==> src/core/pscr_consts.vh <==
`ifndef PSCR_CONSTS_VH
`define PSCR_CONSTS_VH

// Register offsets on the serial register port
`define PSCR_ADDR_PKT_CTRL 6'h08
`define PSCR_ADDR_NODE_ADDR 6'h09
`define PSCR_ADDR_SLOT 6'h0a
`define PSCR_ADDR_IF_CTRL 6'h0b
`define PSCR_ADDR_OFFSET 6'h0c
`define PSCR_ADDR_CARRIER_HI 6'h0d
`define PSCR_ADDR_CARRIER_MID 6'h0e
`define PSCR_ADDR_CARRIER_LO 6'h0f

// Reset values
`define PSCR_RST_PKT_CTRL 8'h45
`define PSCR_RST_NODE_ADDR 8'h00
`define PSCR_RST_SLOT 8'h00
`define PSCR_RST_IF_CTRL 8'h0f
`define PSCR_RST_OFFSET 8'h00
`define PSCR_RST_CARRIER_HI 8'h1e
`define PSCR_RST_CARRIER_MID 8'hc4
`define PSCR_RST_CARRIER_LO 8'hec

// Writable bit masks, the rest hold zero
`define PSCR_MASK_PKT_CTRL 8'h77
`define PSCR_MASK_IF_CTRL 8'h3f
`define PSCR_MASK_CARRIER_HI 8'h3f
`define PSCR_MASK_FULL 8'hff

// Field positions
`define PSCR_WHITE_BIT 6
`define PSCR_FMT_HI 5
`define PSCR_FMT_LO 4
`define PSCR_CRC_BIT 2
`define PSCR_LEN_HI 1
`define PSCR_LEN_LO 0
`define PSCR_IF_HI 4

// Frame format select
`define PSCR_FMT_FIFO 2'h0
`define PSCR_FMT_SYNC 2'h1
`define PSCR_FMT_PN9 2'h2
`define PSCR_FMT_ASYNC 2'h3

// Frame length mode
`define PSCR_LEN_FIXED 2'h0
`define PSCR_LEN_VAR 2'h1
`define PSCR_LEN_INF 2'h2

// Address filter setting
`define PSCR_ADR_NONE 2'h0
`define PSCR_ADR_BC0 2'h2
`define PSCR_ADR_BC_BOTH 2'h3
`define PSCR_BCAST_LOW 8'h00
`define PSCR_BCAST_HIGH 8'hff

// Checksum and pseudo-random generator
`define PSCR_CRC_POLY 16'h8005
`define PSCR_CRC_INIT 16'hffff
`define PSCR_CRC_LAST 4'hf
`define PSCR_PN9_SEED 9'h1ff
`define PSCR_PN9_TAP 4

// Scaling of offset and intermediate frequency into carrier word units
`define PSCR_OFFSET_SHIFT 2
`define PSCR_IF_SHIFT 6

`endif

==> src/core/pscr_pn9.v <==
`timescale 1ns/1ns
`default_nettype none
`include "pscr_consts.vh"

module pscr_pn9 (
	input wire core_clk,
	input wire rst_b,
	input wire load,
	input wire step,
	output wire pn_bit
);
	reg [8:0] lfsr;

	assign pn_bit = lfsr[0];

	// x^9 + x^5 + 1, shared by whitening and the random test stream
	always @(posedge core_clk or negedge rst_b) begin
		if (!rst_b) begin
			lfsr <= `PSCR_PN9_SEED;
		end else if (load) begin
			lfsr <= `PSCR_PN9_SEED;
		end else if (step) begin
			lfsr <= {lfsr[0] ^ lfsr[`PSCR_PN9_TAP + 1], lfsr[8:1]};
		end
	end
endmodule

`default_nettype wire

==> src/core/pscr_regs.v <==
`timescale 1ns/1ns
`default_nettype none
`include "pscr_consts.vh"

module pscr_regs (
	input wire core_clk,
	input wire rst_b,
	input wire [5:0] reg_addr,
	input wire reg_wr,
	input wire reg_rd,
	input wire [7:0] reg_wdata,
	output reg [7:0] reg_rdata,
	input wire [7:0] frame_length_value,
	input wire [1:0] address_filter_setting,
	input wire [15:0] rf_slot_index_spacing_word,
	input wire tx_mode,
	input wire pkt_start,
	input wire bit_en,
	input wire tx_fifo_bit,
	input wire rx_bit,
	input wire serial_input_pin,
	output reg tx_line_bit,
	output reg general_output_pins,
	output reg [7:0] rx_byte,
	output reg rx_byte_valid,
	output reg pkt_done,
	output reg crc_ok,
	output reg addr_reject,
	output reg len_reject,
	output wire pkt_busy,
	output reg [26:0] synth_tx_word,
	output reg [26:0] synth_rx_word
);
	localparam ST_IDLE = 2'h0;
	localparam ST_BODY = 2'h1;
	localparam ST_CRC = 2'h2;

	reg [7:0] packet_automation_control;
	reg [7:0] node_filter_address_reg;
	reg [7:0] rf_slot_index_reg;
	reg [7:0] intermediate_carrier_base_word_control;
	reg [7:0] synth_offset_control;
	reg [7:0] carrier_word_high;
	reg [7:0] carrier_word_mid;
	reg [7:0] carrier_word_low;

	reg [1:0] state;
	reg [2:0] bit_cnt;
	reg [8:0] byte_cnt;
	reg [6:0] shift;
	reg [7:0] pkt_len;
	reg [15:0] crc;
	reg [3:0] crc_cnt;

	wire whitening_enable;
	wire [1:0] frame_format_select;
	wire checksum_enable;
	wire [1:0] frame_length_mode;
	wire [4:0] intermediate_carrier_base_word_word;
	wire [23:0] carrier_base_word;
	wire pn_bit;
	wire packet_path;
	wire serial_mode;
	wire active;
	wire wmask;
	wire data_bit;
	wire [7:0] byte_val;
	wire [8:0] next_byte_cnt;
	wire [8:0] total_bytes;
	wire [8:0] addr_index;
	wire addr_ok;
	wire [15:0] next_crc;
	wire [23:0] slot_product;
	wire [26:0] tuned_word;

	function [15:0] crc_step;
		input [15:0] c;
		input b;
		begin
			crc_step = {c[14:0], 1'b0} ^ ((c[15] ^ b) ? `PSCR_CRC_POLY : 16'h0000);
		end
	endfunction

	function [7:0] masked;
		input [7:0] d;
		input [7:0] m;
		begin
			masked = d & m;
		end
	endfunction

	assign whitening_enable = packet_automation_control[`PSCR_WHITE_BIT];
	assign frame_format_select = packet_automation_control[`PSCR_FMT_HI:`PSCR_FMT_LO];
	assign checksum_enable = packet_automation_control[`PSCR_CRC_BIT];
	assign frame_length_mode = packet_automation_control[`PSCR_LEN_HI:`PSCR_LEN_LO];
	assign intermediate_carrier_base_word_word = intermediate_carrier_base_word_control[`PSCR_IF_HI:0];
	assign carrier_base_word = {carrier_word_high, carrier_word_mid, carrier_word_low};

	// Random format only changes the transmit source, receive stays on the FIFO path
	assign packet_path = (frame_format_select == `PSCR_FMT_FIFO) || (frame_format_select == `PSCR_FMT_PN9);
	assign serial_mode = (frame_format_select == `PSCR_FMT_SYNC) || (frame_format_select == `PSCR_FMT_ASYNC);
	assign active = (state != ST_IDLE);
	assign pkt_busy = active;
	assign wmask = whitening_enable & pn_bit;
	assign data_bit = tx_mode ? tx_fifo_bit : (rx_bit ^ wmask);
	assign byte_val = {shift, data_bit};
	assign next_byte_cnt = byte_cnt + 9'h001;
	// Variable length counts the length byte itself plus the payload
	assign total_bytes = (frame_length_mode == `PSCR_LEN_VAR) ? ({1'b0, pkt_len} + 9'h001) :
		{1'b0, frame_length_value};
	assign addr_index = (frame_length_mode == `PSCR_LEN_VAR) ? 9'h001 : 9'h000;
	assign addr_ok = (byte_val == node_filter_address_reg) ||
		((address_filter_setting == `PSCR_ADR_BC0 || address_filter_setting == `PSCR_ADR_BC_BOTH) &&
		byte_val == `PSCR_BCAST_LOW) ||
		(address_filter_setting == `PSCR_ADR_BC_BOTH && byte_val == `PSCR_BCAST_HIGH);
	assign next_crc = crc_step(crc, data_bit);
	// Both operands widened first so the product keeps all 24 bits
	assign slot_product = {16'h0000, rf_slot_index_reg} * {8'h00, rf_slot_index_spacing_word};
	assign tuned_word = {3'h0, carrier_base_word} + {3'h0, slot_product} +
		({{19{synth_offset_control[7]}}, synth_offset_control} << `PSCR_OFFSET_SHIFT);

	pscr_pn9 u_pn9 (
		.core_clk(core_clk),
		.rst_b(rst_b),
		.load(pkt_start),
		.step(bit_en & (active | (tx_mode & frame_format_select == `PSCR_FMT_PN9))),
		.pn_bit(pn_bit)
	);

	// Register writes; only writable bits are stored
	always @(posedge core_clk or negedge rst_b) begin
		if (!rst_b) begin
			packet_automation_control <= `PSCR_RST_PKT_CTRL;
			node_filter_address_reg <= `PSCR_RST_NODE_ADDR;
			rf_slot_index_reg <= `PSCR_RST_SLOT;
			intermediate_carrier_base_word_control <= `PSCR_RST_IF_CTRL;
			synth_offset_control <= `PSCR_RST_OFFSET;
			carrier_word_high <= `PSCR_RST_CARRIER_HI;
			carrier_word_mid <= `PSCR_RST_CARRIER_MID;
			carrier_word_low <= `PSCR_RST_CARRIER_LO;
		end else if (reg_wr) begin
			case (reg_addr)
				`PSCR_ADDR_PKT_CTRL: packet_automation_control <= masked(reg_wdata, `PSCR_MASK_PKT_CTRL);
				`PSCR_ADDR_NODE_ADDR: node_filter_address_reg <= reg_wdata;
				`PSCR_ADDR_SLOT: rf_slot_index_reg <= reg_wdata;
				`PSCR_ADDR_IF_CTRL: intermediate_carrier_base_word_control <= masked(reg_wdata, `PSCR_MASK_IF_CTRL);
				`PSCR_ADDR_OFFSET: synth_offset_control <= reg_wdata;
				`PSCR_ADDR_CARRIER_HI: carrier_word_high <= masked(reg_wdata, `PSCR_MASK_CARRIER_HI);
				`PSCR_ADDR_CARRIER_MID: carrier_word_mid <= reg_wdata;
				`PSCR_ADDR_CARRIER_LO: carrier_word_low <= reg_wdata;
				default: begin
				end
			endcase
		end
	end

	// Registered read data; unmapped offsets read zero
	always @(posedge core_clk or negedge rst_b) begin
		if (!rst_b) begin
			reg_rdata <= 8'h00;
		end else if (reg_rd) begin
			case (reg_addr)
				`PSCR_ADDR_PKT_CTRL: reg_rdata <= packet_automation_control;
				`PSCR_ADDR_NODE_ADDR: reg_rdata <= node_filter_address_reg;
				`PSCR_ADDR_SLOT: reg_rdata <= rf_slot_index_reg;
				`PSCR_ADDR_IF_CTRL: reg_rdata <= intermediate_carrier_base_word_control;
				`PSCR_ADDR_OFFSET: reg_rdata <= synth_offset_control;
				`PSCR_ADDR_CARRIER_HI: reg_rdata <= carrier_word_high;
				`PSCR_ADDR_CARRIER_MID: reg_rdata <= carrier_word_mid;
				`PSCR_ADDR_CARRIER_LO: reg_rdata <= carrier_word_low;
				default: reg_rdata <= 8'h00;
			endcase
		end
	end

	// Synthesizer words in carrier units: base + slot*spacing + offset, minus IF in receive
	always @(posedge core_clk or negedge rst_b) begin
		if (!rst_b) begin
			synth_tx_word <= 27'h0000000;
			synth_rx_word <= 27'h0000000;
		end else begin
			synth_tx_word <= tuned_word;
			synth_rx_word <= tuned_word - ({22'h000000, intermediate_carrier_base_word_word} << `PSCR_IF_SHIFT);
		end
	end

	// Serial modes bypass the packet engine; async passes every clock, sync per bit
	always @(posedge core_clk or negedge rst_b) begin
		if (!rst_b) begin
			tx_line_bit <= 1'b0;
			general_output_pins <= 1'b0;
		end else begin
			if (frame_format_select == `PSCR_FMT_ASYNC) begin
				tx_line_bit <= serial_input_pin;
				general_output_pins <= rx_bit;
			end else if (bit_en) begin
				if (serial_mode) begin
					tx_line_bit <= serial_input_pin;
					general_output_pins <= rx_bit;
				end else begin
					general_output_pins <= 1'b0;
					if (!tx_mode) begin
						tx_line_bit <= 1'b0;
					end else if (frame_format_select == `PSCR_FMT_PN9) begin
						tx_line_bit <= pn_bit;
					end else if (state == ST_CRC) begin
						tx_line_bit <= crc[15] ^ wmask;
					end else if (state == ST_BODY) begin
						tx_line_bit <= tx_fifo_bit ^ wmask;
					end else begin
						tx_line_bit <= 1'b0;
					end
				end
			end
		end
	end

	// Packet engine: byte framing, length, address filter and checksum
	always @(posedge core_clk or negedge rst_b) begin
		if (!rst_b) begin
			state <= ST_IDLE;
			bit_cnt <= 3'h0;
			byte_cnt <= 9'h000;
			shift <= 7'h00;
			pkt_len <= 8'h00;
			crc <= `PSCR_CRC_INIT;
			crc_cnt <= 4'h0;
			rx_byte <= 8'h00;
			rx_byte_valid <= 1'b0;
			pkt_done <= 1'b0;
			crc_ok <= 1'b0;
			addr_reject <= 1'b0;
			len_reject <= 1'b0;
		end else begin
			rx_byte_valid <= 1'b0;
			pkt_done <= 1'b0;
			addr_reject <= 1'b0;
			len_reject <= 1'b0;
			if (pkt_start && packet_path && !(tx_mode && frame_format_select == `PSCR_FMT_PN9)) begin
				state <= ST_BODY;
				bit_cnt <= 3'h0;
				byte_cnt <= 9'h000;
				crc <= `PSCR_CRC_INIT;
				crc_cnt <= 4'h0;
				crc_ok <= 1'b0;
			end else if (bit_en && packet_path) begin
				case (state)
					ST_BODY: begin
						shift <= byte_val[6:0];
						bit_cnt <= bit_cnt + 3'h1;
						if (checksum_enable) begin
							crc <= next_crc;
						end
						if (bit_cnt == 3'h7) begin
							byte_cnt <= next_byte_cnt;
							if (!tx_mode) begin
								rx_byte <= byte_val;
								rx_byte_valid <= 1'b1;
							end
							if (byte_cnt == 9'h000 && frame_length_mode == `PSCR_LEN_VAR) begin
								pkt_len <= byte_val;
								if (!tx_mode && byte_val > frame_length_value) begin
									len_reject <= 1'b1;
									state <= ST_IDLE;
								end
							end else if (!tx_mode && byte_cnt == addr_index &&
								address_filter_setting != `PSCR_ADR_NONE && !addr_ok) begin
								addr_reject <= 1'b1;
								state <= ST_IDLE;
							end else if (frame_length_mode != `PSCR_LEN_INF &&
								next_byte_cnt == total_bytes) begin
								if (checksum_enable) begin
									state <= ST_CRC;
								end else begin
									state <= ST_IDLE;
									pkt_done <= 1'b1;
								end
							end
						end
					end
					ST_CRC: begin
						crc_cnt <= crc_cnt + 4'h1;
						// Transmit shifts the remainder out; receive folds it back in
						if (tx_mode) begin
							crc <= {crc[14:0], 1'b0};
						end else begin
							crc <= next_crc;
						end
						if (crc_cnt == `PSCR_CRC_LAST) begin
							state <= ST_IDLE;
							pkt_done <= 1'b1;
							crc_ok <= tx_mode | (next_crc == 16'h0000);
						end
					end
					default: begin
						state <= ST_IDLE;
					end
				endcase
			end
		end
	end
endmodule

`default_nettype wire

==> config.mk <==
export PLATFORM = sky130hd
export DESIGN_NAME = pscr_regs
export DESIGN_NICKNAME = d
export VERILOG_FILES = /design/src/core/pscr_pn9.v /design/src/core/pscr_regs.v
export VERILOG_INCLUDE_DIRS = /design/src /design/src/core
export SDC_FILE = /design/constraint.sdc
export NUM_CORES = 1
export LEC_CHECK = 0
export BUFFER_PORTS_ARGS = -buffer_cell sky130_fd_sc_hd__buf_2
export CELL_PAD_IN_SITES_DETAIL_PLACEMENT = 1
export CELL_PAD_IN_SITES_GLOBAL_PLACEMENT = 1
export CORE_UTILIZATION = 44
export DETAILED_ROUTE_END_ITERATION = 6
export PLACE_DENSITY_LB_ADDON = 0.1
export SKIP_LAST_GASP = 1
export SYNTH_ARGS = -nofsm -noshare
export SYNTH_HDL_FRONTEND = slang
export SYNTH_SLANG_ARGS = --single-unit
==> constraint.sdc <==
create_clock -name core_clk -period 7.85 [get_ports core_clk]
set_clock_uncertainty 0.2 [all_clocks]
set_input_delay 1.57 -clock core_clk [delete_from_list [all_inputs] [get_ports core_clk]]
set_output_delay 1.57 -clock core_clk [all_outputs]
set_load 0.01 [all_outputs]
==> out/results.txt <==
Status = finished, final reports clean
Worst setup margin = 0.1304 ns
Count leader, synth = inv_1
Die ar. = 34050 um2
P&R area growth vs syn = 21.85%
Synth Instances = 1466
Synth area leader = dfrtp_1
Fin area = 17860 um2
Die H = 184.5 um
Synth Register Bits = 187
Clk buf depth = 2
Post-synthesis cell type count = 75
CTS tree = yes
Final nets = 1970
Post-synth EDFFs = 0
Slew headroom = 0.2433
FFs w/ async S/R, synth = 1.000
Setup WS pre-CTS = -0.5691 ns
Antenna diodes = 0
Crit start category = input port
Crit path max fanout = 8
Die Span X = 184.5 um
Initial antenna violation count = 1
Clock root buffer master = clkbuf_16
Core Area = 32620 um2
CP endpoint kind = flop
Fin crit share = 0.9834
Req. time, crit path = 8.03 ns
Worst EP arrival = 7.90 ns
Minimum hold slack = 0.2743 ns
Avg WL per Cell = 19.35 um
Synth warn = 0
Fin. Hold Viols = 0
Core Util, Final = 0.5476
Synthesized area = 14660 um2
Global Route Usage Sum = 0.2555
Share of cells above drive strength 1 = 0.2988
Cell with the largest stage delay on the worst path = fa_1
Number of global-route vias before repair = 12436
Placed Area = 16740 um2
Initial DRT Pass Iterations = 5
Setup violators final = 0
Dpl hpwl = 32910 um
Clock sink total = 187
Worst-path clk slew = 0.07 ns
Fmax = 129.5 MHz
Post-synth top cells = inv_1, dfrtp_1, nand2_1, fa_1, ha_1
Pwr Density = 436.1 nW/um2
Setup repair after global routing missed its margin = yes
Starting Density = 0.4494
Vias = 11655
Total CTS buffers = 17
Max reg flops = 27
Leak = 8.697 nW
Main synth FF type = dfrtp_1
Grt ovf = 0
Detailed Route Iter0 Violations = 563
Ranking of synthesized cells by area = dfrtp_1, fa_1, ha_1
Seq/Total Area, Yosys = 0.3230
Cell Rows = 66
First-pass GRT wire length = 66990 um
# IOs = 128
Setup CP Type = in2reg
Max-slew violations = 0
Routed wire length = 42030 um
IO buf count = 127
Max_cap viols = 0
Top Registers = synth_rx_word x27, synth_tx_word x21, crc x16
Largest net degree at the start of global routing = 117
Vias per Instance = 5.366
Fillcell total = 3662
Peak VDD IR = 0.2869 mV
Top reg by flops = synth_rx_word
Post-Place Cells = 2124
Max stage delay on crit path = 0.56 ns
HP Class = reg2reg
Yosys top cell area share = 0.2441
Syn Area/Cell = 9.999 um2
DRC viols = 0
Max H-tree Level = 4
Finished Layout Cells = 2172
Placer Congestion = 0.8324
Later-pin clock latency in the skew report = 0.46 ns
Crit path time final = 7.720 ns
Post-synth net total = 1719
Slew at the pin closest to its max-slew limit = 1.131 ns
Final ANT Viol Nets = 0
==> layout make-up <==
class / instances / area (um2) / area share
Clock buffer: 18 / 429.2 / 0.02403
Clock inverter: 14 / 197.7 / 0.01107
Inverter: 176 / 660.6 / 0.03699
Multi-Input combinational cell: 1061 / 9489 / 0.5312
Sequential cell: 187 / 4735 / 0.2651
Tap cell: 442 / 553.0 / 0.03096
Timing Repair Buffer: 274 / 1798 / 0.1007
==> cells in the final DEF, fill, tap and decap left out, types with 7 or more instances in the layout <==
cell type / count
buf_4: 146
nor2b_1: 19
ha_4: 8
clkbuf_16: 17
buf_2: 120
a22oi_1: 25
o21ai_0: 29
ha_1: 84
o21bai_1: 7
inv_1: 168
a21o_1: 18
inv_2: 8
nor4_1: 7
nand3_1: 36
and3_1: 13
fa_1: 107
xor2_1: 40
o21a_1: 9
mux2_2: 82
and2_1: 79
nand2_1: 133
a211oi_1: 8
a21oi_1: 35
a21oi_2: 12
nand2b_1: 14
o211ai_1: 13
dfstp_2: 44
xnor2_1: 48
dfrtp_1: 143
nor3_1: 17
nand4_1: 9
nor2_1: 62
a211o_1: 10
==> stage by stage <==
step / TNS [ns] / power (mW)
2_1_floorplan: 0 / 4.296
3_5_place_dp: -4.687 / 6.363
5_1_grt: -0.4233 / 8.427
3_3_place_gp: -3.207 / 6.167
4_1_cts: 0 / 7.417
6_report: 0 / 7.789
==> what timing repair did <==
item | 4_1_cts | 5_1_grt
endpoints found under the hold margin | 0 | 0
setup endpoints to repair | 5 | 12
pin swaps | 4 | 68
gates resized for setup | 7 | 86
buffers inserted | 3 | 14
hold buffers | 0 | 0
==> report_power, final <==
| group | leakage (nW) | internal (mW) | switching [mW] |
|---|---|---|---|
| Combinational | 6.07 | 2.69 | 2.77 |
| Sequential | 2.32 | 1.21 | 0.185 |
| Clock | 0.306 | 0.517 | 0.416 |
==> per-layer routing <==
| layer | vias up | GRT usage | part of all wire |
|---|---|---|---|
| li1 | 5478 | - | - |
| met1 | 5880 | 0.3502 | 0.47 |
| met2 | 247 | 0.4140 | 0.47 |
| met3 | 50 | 0.03478 | 0.035 |
| met4 | 0 | 0.08767 | 0.027 |
| met5 | - | 0 | 0 |
==> critical path: cells and delay by family <==
kind	cells	cell delay, ns
buf+inv	7	0.65
simple gates	6	1.33
compound gates	8	1.28
xor+xnor	3	0.33
fa+ha+maj	6	2.71
==> worst paths after layout <==
kind / start / to / slack [ns] / cells after the start
min in group asynchronous: rst_b / byte_cnt[8] / 1.01 / 1
setup reg to reg: rf_slot_index_reg[0] / synth_rx_word[26] / 0.36 / 29
max in group asynchronous: rst_b / state[1] / 4.81 / 2
setup / recovery: rf_slot_index_spacing_word[3] / synth_rx_word[26] / 0.13 / 30
hold / removal: general_output_pins / general_output_pins / 0.27 / 2
hold reg to reg: general_output_pins / general_output_pins / 0.27 / 2
==> logic make-up (layout without fill, tap and decap cells) <==
family | count (synthesis) | in the layout | share of synthesized area
adders and majority gates | 203 | 203 | 0.2286
and+or+nand+nor | 441 | 441 | 0.1534
buffers and inverters | 218 | 482 | 0.05804
muxes | 83 | 83 | 0.06402
DFF | 187 | 187 | 0.3230
AOI/OAI and AO/OA | 243 | 243 | 0.1174
xor gates and xnor gates | 91 | 91 | 0.05565
Note: power is estimated with default switching activity, not from simulation.
